### src/hw/nvl_pkg.sv
// Purpose: shared constants for the nonvolatile configuration and security loader
// Assumes: byte-wide flash read port, 16-bit flash addresses
// Notes: the loader's flash locations, field positions and multi-bit reset values live here
package nvl_pkg;
  // nonvolatile locations in flash
  localparam logic [15:0] NVL_ADDR_FINE_TRIM = 16'hFFAE;
  localparam logic [15:0] NVL_ADDR_COARSE_TRIM = 16'hFFAF;
  localparam logic [15:0] NVL_ADDR_KEY_BASE = 16'hFFB0;
  localparam logic [15:0] NVL_ADDR_PROT = 16'hFFBD;
  localparam logic [15:0] NVL_ADDR_OPT = 16'hFFBF;

  // fields of the option byte
  localparam int NVL_OPT_KEY_ENABLE_BIT_BIT = 7;
  localparam int NVL_OPT_SEC_HI = 1;
  localparam int NVL_OPT_SEC_LO = 0;
  localparam logic [1:0] NVL_SEC_UNSECURED = 2'h2;
  // fine trim sits in bit 0 of its location
  localparam int NVL_FINE_TRIM_BIT = 0;

  // trim loaded when reset enters background debug
  localparam logic [7:0] NVL_BDM_COARSE_TRIM = 8'h80;
  localparam logic NVL_BDM_FINE_TRIM = 1'b0;

  // load sequence: protection, option, fine trim, coarse trim, then key bytes
  localparam int NVL_KEY_BYTES = 8;
  localparam logic [3:0] NVL_IDX_PROT = 4'h0;
  localparam logic [3:0] NVL_IDX_OPT = 4'h1;
  localparam logic [3:0] NVL_IDX_FINE = 4'h2;
  localparam logic [3:0] NVL_IDX_COARSE = 4'h3;
  localparam logic [3:0] NVL_IDX_KEY0 = 4'h4;
  localparam logic [3:0] NVL_IDX_LAST = 4'hB;

  // values after reset
  localparam logic [7:0] NVL_RST_BYTE = 8'h00;
  localparam logic [15:0] NVL_RST_ADDR = 16'h0000;
  localparam logic [63:0] NVL_RST_KEY = 64'h0000_0000_0000_0000;

  typedef enum logic [3:0] {
    NVL_ST_CAPTURE = 4'h1,
    NVL_ST_REQ = 4'h2,
    NVL_ST_WAIT = 4'h4,
    NVL_ST_DONE = 4'h8
  } nvl_state_t;
endpackage : nvl_pkg
### src/hw/nvl_key_cmp.sv
// Purpose: byte-wise comparison of a presented key against the stored key
// Assumes: both keys are stable while the result is sampled
// Notes: purely combinational; the caller registers the verdict
`timescale 1ns/1ps
`default_nettype none
module nvl_key_cmp #(
  parameter int BYTES = 8
) (
  // keys
  input wire logic [8*BYTES-1:0] i_stored,
  input wire logic [8*BYTES-1:0] i_presented,
  // verdict
  output logic o_match
);
  logic [BYTES-1:0] byte_eq;

  generate
    for (genvar g = 0; g < BYTES; g++) begin : g_byte
      assign byte_eq[g] = (i_stored[8*g +: 8] == i_presented[8*g +: 8]);
    end
  endgenerate

  assign o_match = &byte_eq;
endmodule // nvl_key_cmp
`default_nettype wire

### src/hw/nvl_loader.sv
// Purpose: reset-time copy of protection, option, trim and key bytes; security state and backdoor key
// Assumes: flash answers each read strobe with i_flash_valid one or more cycles later
// Notes: user code may overwrite the trims once o_load_done_q is high
`timescale 1ns/1ps
`default_nettype none
// Contract
// RULE_01 - copy protection and option bytes at reset
// RULE_02 - outside debug, load factory trims into clock
// RULE_03 - in debug reset, load fixed default trim
// RULE_04 - user code may copy trims in itself
// RULE_05 - key enable lets key match unsecure
// RULE_06 - key only from secure code, never debug
// RULE_07 - key disabled: only erase plus blank check
// RULE_08 - security field 1:0 means unsecured
// RULE_09 - key unsecure lasts until next reset
module nvl_loader
  import nvl_pkg::*;
#(
  parameter int KEY_BYTES = NVL_KEY_BYTES
) (
  // clock and reset
  input wire logic i_clk,
  input wire logic i_rst_b,
  // debug state sampled at reset release
  input wire logic i_bdm_at_reset,
  // flash read port
  output logic o_flash_rd_q,
  output logic [15:0] o_flash_addr_q,
  input wire logic [7:0] i_flash_data,
  input wire logic i_flash_valid,
  // working registers
  output logic [7:0] o_protection_working_reg_q,
  output logic [7:0] o_option_working_reg_q,
  output logic [7:0] o_clock_coarse_trim_reg_q,
  output logic o_fine_trim_bit_q,
  output logic o_load_done_q,
  // user trim override
  input wire logic i_coarse_trim_wr,
  input wire logic [7:0] i_coarse_trim_data,
  input wire logic i_fine_trim_wr,
  input wire logic i_fine_trim_data,
  // backdoor key entry
  input wire logic i_key_byte_wr,
  input wire logic [2:0] i_key_byte_idx,
  input wire logic [7:0] i_key_byte_data,
  input wire logic i_key_check,
  input wire logic i_exec_secure,
  input wire logic i_bdm_access,
  // mass erase result
  input wire logic i_blank_check_ok,
  // security state
  output logic o_secure_q,
  output logic o_key_match_q,
  output logic o_key_reject_q
);
  // the load sequence and its last index are laid out for exactly this many key bytes
  generate
    if (KEY_BYTES != NVL_KEY_BYTES) begin : g_key_len_check
      $error("nvl_loader: key length must be %0d bytes", NVL_KEY_BYTES);
    end
  endgenerate

  nvl_state_t state_q;
  nvl_state_t state_d;
  logic [3:0] idx_q;
  logic bdm_q;
  logic [8*KEY_BYTES-1:0] key_stored_q;
  logic [8*KEY_BYTES-1:0] key_presented_q;
  logic key_match;
  logic take;
  logic key_ok;

  function automatic logic [15:0] nvl_addr_of(input logic [3:0] idx);
    case (idx)
      NVL_IDX_PROT: nvl_addr_of = NVL_ADDR_PROT;
      NVL_IDX_OPT: nvl_addr_of = NVL_ADDR_OPT;
      NVL_IDX_FINE: nvl_addr_of = NVL_ADDR_FINE_TRIM;
      NVL_IDX_COARSE: nvl_addr_of = NVL_ADDR_COARSE_TRIM;
      default: nvl_addr_of = NVL_ADDR_KEY_BASE + {12'h000, idx - NVL_IDX_KEY0};
    endcase
  endfunction

  // a byte is taken when the flash answers during the load
  assign take = (state_q == NVL_ST_WAIT) && i_flash_valid;

  always_comb begin
    state_d = state_q;
    case (state_q)
      NVL_ST_CAPTURE: state_d = NVL_ST_REQ;
      NVL_ST_REQ: state_d = NVL_ST_WAIT;
      NVL_ST_WAIT: begin
        if (i_flash_valid) begin
          state_d = (idx_q == NVL_IDX_LAST) ? NVL_ST_DONE : NVL_ST_REQ;
        end
      end
      NVL_ST_DONE: state_d = NVL_ST_DONE;
      default: state_d = NVL_ST_CAPTURE;
    endcase
  end

  always_ff @(posedge i_clk) begin
    if (!i_rst_b) begin
      state_q <= NVL_ST_CAPTURE;
    end else begin
      state_q <= state_d;
    end
  end

  // strap is caught by a clocked process after release, never by the reset itself
  always_ff @(posedge i_clk) begin
    if (!i_rst_b) begin
      bdm_q <= 1'b0;
    end else if (state_q == NVL_ST_CAPTURE) begin
      bdm_q <= i_bdm_at_reset;
    end
  end

  always_ff @(posedge i_clk) begin
    if (!i_rst_b) begin
      idx_q <= NVL_IDX_PROT;
      o_flash_rd_q <= 1'b0;
      o_flash_addr_q <= NVL_RST_ADDR;
    end else begin
      o_flash_rd_q <= (state_q == NVL_ST_REQ);
      if (state_q == NVL_ST_REQ) begin
        o_flash_addr_q <= nvl_addr_of(idx_q);
      end
      if (take) begin
        idx_q <= idx_q + 4'h1;
      end
    end
  end

  always_ff @(posedge i_clk) begin
    if (!i_rst_b) begin
      o_protection_working_reg_q <= NVL_RST_BYTE;
      o_option_working_reg_q <= NVL_RST_BYTE;
    end else if (take) begin
      if (idx_q == NVL_IDX_PROT) begin
        o_protection_working_reg_q <= i_flash_data; // RULE_01
      end
      if (idx_q == NVL_IDX_OPT) begin
        o_option_working_reg_q <= i_flash_data; // RULE_01
      end
    end
  end

  // trims: flash copy outside debug, fixed default in debug, user override after load
  always_ff @(posedge i_clk) begin
    if (!i_rst_b) begin
      o_clock_coarse_trim_reg_q <= NVL_RST_BYTE;
      o_fine_trim_bit_q <= 1'b0;
    end else if (state_q == NVL_ST_DONE) begin
      if (i_coarse_trim_wr) begin
        o_clock_coarse_trim_reg_q <= i_coarse_trim_data; // RULE_04
      end
      if (i_fine_trim_wr) begin
        o_fine_trim_bit_q <= i_fine_trim_data; // RULE_04
      end
    end else if (take && idx_q == NVL_IDX_FINE) begin
      o_fine_trim_bit_q <= bdm_q ? NVL_BDM_FINE_TRIM : i_flash_data[NVL_FINE_TRIM_BIT]; // RULE_02 RULE_03
    end else if (take && idx_q == NVL_IDX_COARSE) begin
      o_clock_coarse_trim_reg_q <= bdm_q ? NVL_BDM_COARSE_TRIM : i_flash_data; // RULE_02 RULE_03
    end
  end

  always_ff @(posedge i_clk) begin
    if (!i_rst_b) begin
      key_stored_q <= NVL_RST_KEY;
    end else if (take && idx_q >= NVL_IDX_KEY0) begin
      key_stored_q[8*(idx_q - NVL_IDX_KEY0) +: 8] <= i_flash_data;
    end
  end

  // writes from debug commands never reach the presented key
  always_ff @(posedge i_clk) begin
    if (!i_rst_b) begin
      key_presented_q <= NVL_RST_KEY;
    end else if (i_key_byte_wr && i_exec_secure && !i_bdm_access) begin
      key_presented_q[8*i_key_byte_idx +: 8] <= i_key_byte_data; // RULE_06
    end
  end

  nvl_key_cmp #(
    .BYTES(KEY_BYTES)
  ) u_cmp (
    .i_stored(key_stored_q),
    .i_presented(key_presented_q),
    .o_match(key_match)
  );

  assign key_ok = (state_q == NVL_ST_DONE) && o_option_working_reg_q[NVL_OPT_KEY_ENABLE_BIT_BIT]
    && i_exec_secure && !i_bdm_access; // RULE_05 RULE_06 RULE_07

  always_ff @(posedge i_clk) begin
    if (!i_rst_b) begin
      o_key_match_q <= 1'b0;
      o_key_reject_q <= 1'b0;
    end else begin
      o_key_match_q <= i_key_check && key_ok && key_match; // RULE_05
      o_key_reject_q <= i_key_check && !(key_ok && key_match); // RULE_06 RULE_07
    end
  end

  // secure from reset until the option byte decides; an unlock holds only until reset
  always_ff @(posedge i_clk) begin
    if (!i_rst_b) begin
      o_secure_q <= 1'b1; // RULE_09
    end else if (take && idx_q == NVL_IDX_OPT) begin
      o_secure_q <= (i_flash_data[NVL_OPT_SEC_HI:NVL_OPT_SEC_LO] != NVL_SEC_UNSECURED); // RULE_08
    end else if (state_q == NVL_ST_DONE && (i_blank_check_ok || (i_key_check && key_ok && key_match))) begin
      o_secure_q <= 1'b0; // RULE_05 RULE_07
    end
  end

  always_ff @(posedge i_clk) begin
    if (!i_rst_b) begin
      o_load_done_q <= 1'b0;
    end else begin
      o_load_done_q <= (state_d == NVL_ST_DONE);
    end
  end
endmodule // nvl_loader
`default_nettype wire

### config.mk
export PLATFORM = sky130hd
export DESIGN_NAME = nvl_loader
export DESIGN_NICKNAME = d
export VERILOG_FILES = /design/src/hw/nvl_pkg.sv /design/src/hw/nvl_key_cmp.sv /design/src/hw/nvl_loader.sv
export SDC_FILE = /design/constraint.sdc
export NUM_CORES = 1
export LEC_CHECK = 0
export ABC_AREA = 0
export BUFFER_PORTS_ARGS = -buffer_cell sky130_fd_sc_hd__buf_2
export CAP_MARGIN = 20
export CORE_ASPECT_RATIO = 0.8
export CORE_MARGIN = 2
export CORE_UTILIZATION = 51
export CTS_CLUSTER_DIAMETER = 50
export CTS_CLUSTER_SIZE = 20
export DETAILED_ROUTE_END_ITERATION = 6
export GPL_ROUTABILITY_DRIVEN = 1
export MAX_ROUTING_LAYER = met4
export PLACE_DENSITY = 0.74
export SLEW_MARGIN = 0
export SYNTH_ARGS = -nofsm -noshare
export SYNTH_HDL_FRONTEND = slang
export SYNTH_SLANG_ARGS = --single-unit
### constraint.sdc
create_clock -name i_clk -period 5.72 [get_ports i_clk]
set_input_delay 0 -clock i_clk [delete_from_list [all_inputs] [get_ports i_clk]]
set_output_delay 0 -clock i_clk [all_outputs]
set_load 0.02 [all_outputs]
==> qor.txt <==
outcome = finished, final reports clean
multiplexer area fraction after synthesis = 7.50%
worst hold stages = 3
XOR/XNOR Fraction of Synth Area = 7.78%
commonest non-fill, non-tap cells in the layout = dfxtp_1, nand3_1, nor2_1
synth unique cells = 52
# fillers = 1,289
vias = 6,744
switching pwr = 689 uW
CP startpoint kind = flop
yosys warns = 0
post-route ant nets = 0
worst r2r path cells = 10
Boundary Pins = 85
WHS = 28.2 ps
share of layout cells above drive strength 1 = 14.5%
Setup Viol. Count Final = 0
maximum clock rate = 284 MHz
NumNets Final = 1,019
Num CTS Buffers = 17
Worst-path clk slew = 70 ps
power share of the sequential group = 48.0%
Comb pwr share = 8.4%
Rows = 40
initial antenna violation count = 0
first-pass GRT wire length = 33,900 um
commonest non-fill, non-tap cell in the layout = dfxtp_1
Arr. time, crit path = 3810 ps
Clock Latency Late Sink = 430 ps
Peak VDD IR = 0.219 mV
largest net degree at the start of global routing = 75
detailed-route wire length = 21,800 um
combined area of the multi-input logic cells = 0.00402 mm^2
routed vias/inst = 5.69
Antenna diodes = 0
Worst Path Required = 6010 ps
hpwl dp = 14,700 um
fin crit share = 61.6%
Post-synth ARST share = 0%
unrepaired setup endpoints after global routing = false
setup TNS = 0 ps
Storage cell area = 0.00346 mm^2
critical path, cell by cell = inv_1 -> ha_1 -> inv_1 -> nand2_1 -> ha_1 -> nor4bb_1 -> and3_1 -> o2111ai_2 -> nand3_1 -> o21ai_1
final max-slew violation count = 0
worst hold endpoint = key_stored_q[24]$_SDFFE_PN0P_
Die ar. = 0.0165 mm^2
clk_skew = 7.76 ps
sequential area share after synthesis = 44.0%
Setup CP Type = reg -> reg
complex-gate fraction of the synthesized area = 11.0%
vias in the first global route = 6,130
Seq cells post-synth = 173
Final Hold Vio Count = 0
Synth Flop Type = dfxtp_1
routability cong. = 0.885
Post-Layout Inst Area = 0.00913 mm^2
clock root buffer master = clkbuf_16
Tmin final = 3530 ps
WP buf/inv = 2
Cells after Synth = 900
placed instance area = 0.00826 mm^2
Wirelength per Cell = 18.4 um
clock sink count = 173
die width = 143 um
max cap viols = 0
CP Max Fanout = 16
Adder-Cell Fraction of Synth Area = 2.64%
crit end category = flop
postcts setup bufs = 0
Clk network pwr share = 43.6%
Die Ht = 115 um
worst rel slew slack = 44.6%
R2R setup slack = 2190 ps
initial core utilization = 52.3%
Lkg Pwr = 3.83 nW
fin cells = 1,186
internal power = 1.92 mW
largest family of logic cells by synthesized area = simple AND/OR/NAND/NOR gates
Worst Max-Slew Pin Slew = 830 ps
CP top delay family = simple AND/OR/NAND/NOR gates
drc violations = 0
reg2reg end = key_stored_q[63]$_SDFFE_PN0P_
Min-Delay Startpoint = i_flash_data[0]
Post-Synth Simple-Gate Area = 22.1%
HP Class = in -> reg
core area = 0.0151 mm^2
CP max stage delay = 580 ps
placed cell count = 1,125
Post-synth EDFFs = 0
r2r startpoint = idx_q[2]$_SDFFE_PN0P_
Detailed Route Iter0 Violations = 788
total grt overflow = 0
Area Overhead vs Synth = 15.9%
IO Port Bufs = 83
CTS resizes = 0
CP max-delay cell = dfxtp_1
all-layer global routing usage = 28.0%
Syn Area/Cell = 8.75 um^2
CTS tree = built
Max H-tree Level = 4
drt pass-1 iters = 5
Post-Syn Nets = 955
Max Root-Sink Buffers = 2
Cell Area, Synth = 0.00788 mm^2
Switching Share = 26.4%
P per Cell Area = 286 mW/mm^2
==> logic make-up after synthesis <==
kind of cell / after synthesis
xor gates and xnor gates: 70
DFF: 173
and+or+nand+nor: 351
buffers and inverters: 87
muxes: 59
AOI/OAI and AO/OA: 143
other: 1
adders and majority gates: 16
==> power groups by stage <==
stage / Combinational, mW / Clock [mW] / Sequential, mW
2_1_floorplan: 0.137 / 0 / 1.28
3_3_place_gp: 0.199 / 0 / 1.28
3_5_place_dp: 0.200 / 0 / 1.28
4_1_cts: 0.216 / 1.15 / 1.25
5_1_grt: 0.237 / 1.20 / 1.26
6_report: 0.220 / 1.14 / 1.25
==> worst max path at each step <==
stage | from | end | slack [ps] | cells past startpoint
6_report | idx_q[2]$_SDFFE_PN0P_ | key_stored_q[63]$_SDFFE_PN0P_ | 2190 | 10
3_5_place_dp | idx_q[2]$_SDFFE_PN0P_ | key_stored_q[22]$_SDFFE_PN0P_ | 2280 | 10
2_1_floorplan | idx_q[0]$_SDFFE_PN0P_ | key_stored_q[46]$_SDFFE_PN0P_ | 2760 | 12
5_1_grt | idx_q[2]$_SDFFE_PN0P_ | key_stored_q[18]$_SDFFE_PN0P_ | 1890 | 10
3_3_place_gp | idx_q[2]$_SDFFE_PN0P_ | key_stored_q[22]$_SDFFE_PN0P_ | 2430 | 10
4_1_cts | idx_q[2]$_SDFFE_PN0P_ | key_stored_q[63]$_SDFFE_PN0P_ | 2240 | 10
==> through the flow <==
stage | total power [mW] | utilization, % | worst slack, ps
6_report | 2.61 | 60.6 | 2190
5_1_grt | 2.69 | 60.6 | 1890
4_1_cts | 2.62 | 60.6 | 2240
3_5_place_dp | 1.48 | 54.8 | 2280
3_3_place_gp | 1.48 | 54.8 | 2430
2_1_floorplan | 1.42 | - | 2760
==> registers in the layout, indices dropped and copies added (netlist names) <==
signal                      cells
o_option_working_reg_q          8
o_secure_q                      1
o_clock_coarse_trim_reg_q       8
key_presented_q                64
bdm_q                           1
o_flash_rd_q                    1
idx_q                           4
o_key_reject_q                  1
o_load_done_q                   1
o_protection_working_reg_q      8
state_q                         4
o_flash_addr_q                  6
o_key_match_q                   1
o_fine_trim_bit_q               1
key_stored_q                   64
==> synthesized netlist by cell type, drive strengths merged, types with 2 or more instances <==
| master | n | area [um^2] |
|---|---|---|
| clkbuf | 39 | 146 |
| nand2 | 67 | 251 |
| o31ai | 2 | 15.0 |
| xor2 | 52 | 455 |
| o21ai | 68 | 340 |
| a31oi | 4 | 25.0 |
| ha | 15 | 188 |
| a21oi | 46 | 230 |
| nand2b | 4 | 25.0 |
| a211oi | 8 | 60.1 |
| nand3 | 109 | 551 |
| nor3 | 8 | 50.1 |
| buf | 35 | 198 |
| dfxtp | 173 | 3460 |
| nor4 | 15 | 93.8 |
| inv | 13 | 48.8 |
| and3b | 2 | 17.5 |
| xnor2 | 18 | 158 |
| nor4b | 7 | 97.6 |
| and2 | 6 | 37.5 |
| nor2 | 101 | 389 |
| and3 | 3 | 18.8 |
| o2111ai | 8 | 114 |
| nand4 | 11 | 68.8 |
| nor3b | 8 | 60.1 |
| nor2b | 4 | 25.0 |
| mux2i | 59 | 591 |
==> per-layer routing <==
metal | global-route usage (%) | part of all wire, % | vias to the layer above
met2 | 40.1 | 43 | 296
li1 | - | - | 3244
met3 | 6.08 | 8.9 | 42
met4 | 9.04 | 2.0 | 0
met1 | 39.3 | 46 | 3162
met5 | - | 0 | -
==> final cells by class <==
cell class / instances / area share (%)
clock buffers: 18 / 4.81
clock inverters: 13 / 1.45
inverters: 13 / 0.548
multi-input cells: 640 / 44.0
flip-flops and latches: 173 / 37.9
well taps: 210 / 2.88
repair buffers: 119 / 8.33
==> repair_timing <==
item | 4_1_cts | 5_1_grt
endpoints found under the hold margin | 98 | 0
setup endpoints to repair | 0 | 0
hold buffers | 30 | 0
==> tightest hold or removal path, delay by kind of cell <==
family,cells,cell delay (ps)
compound gates,1,50
simple gates,1,110
buf+inv,1,240
Note: power is estimated with default switching activity, not from simulation.
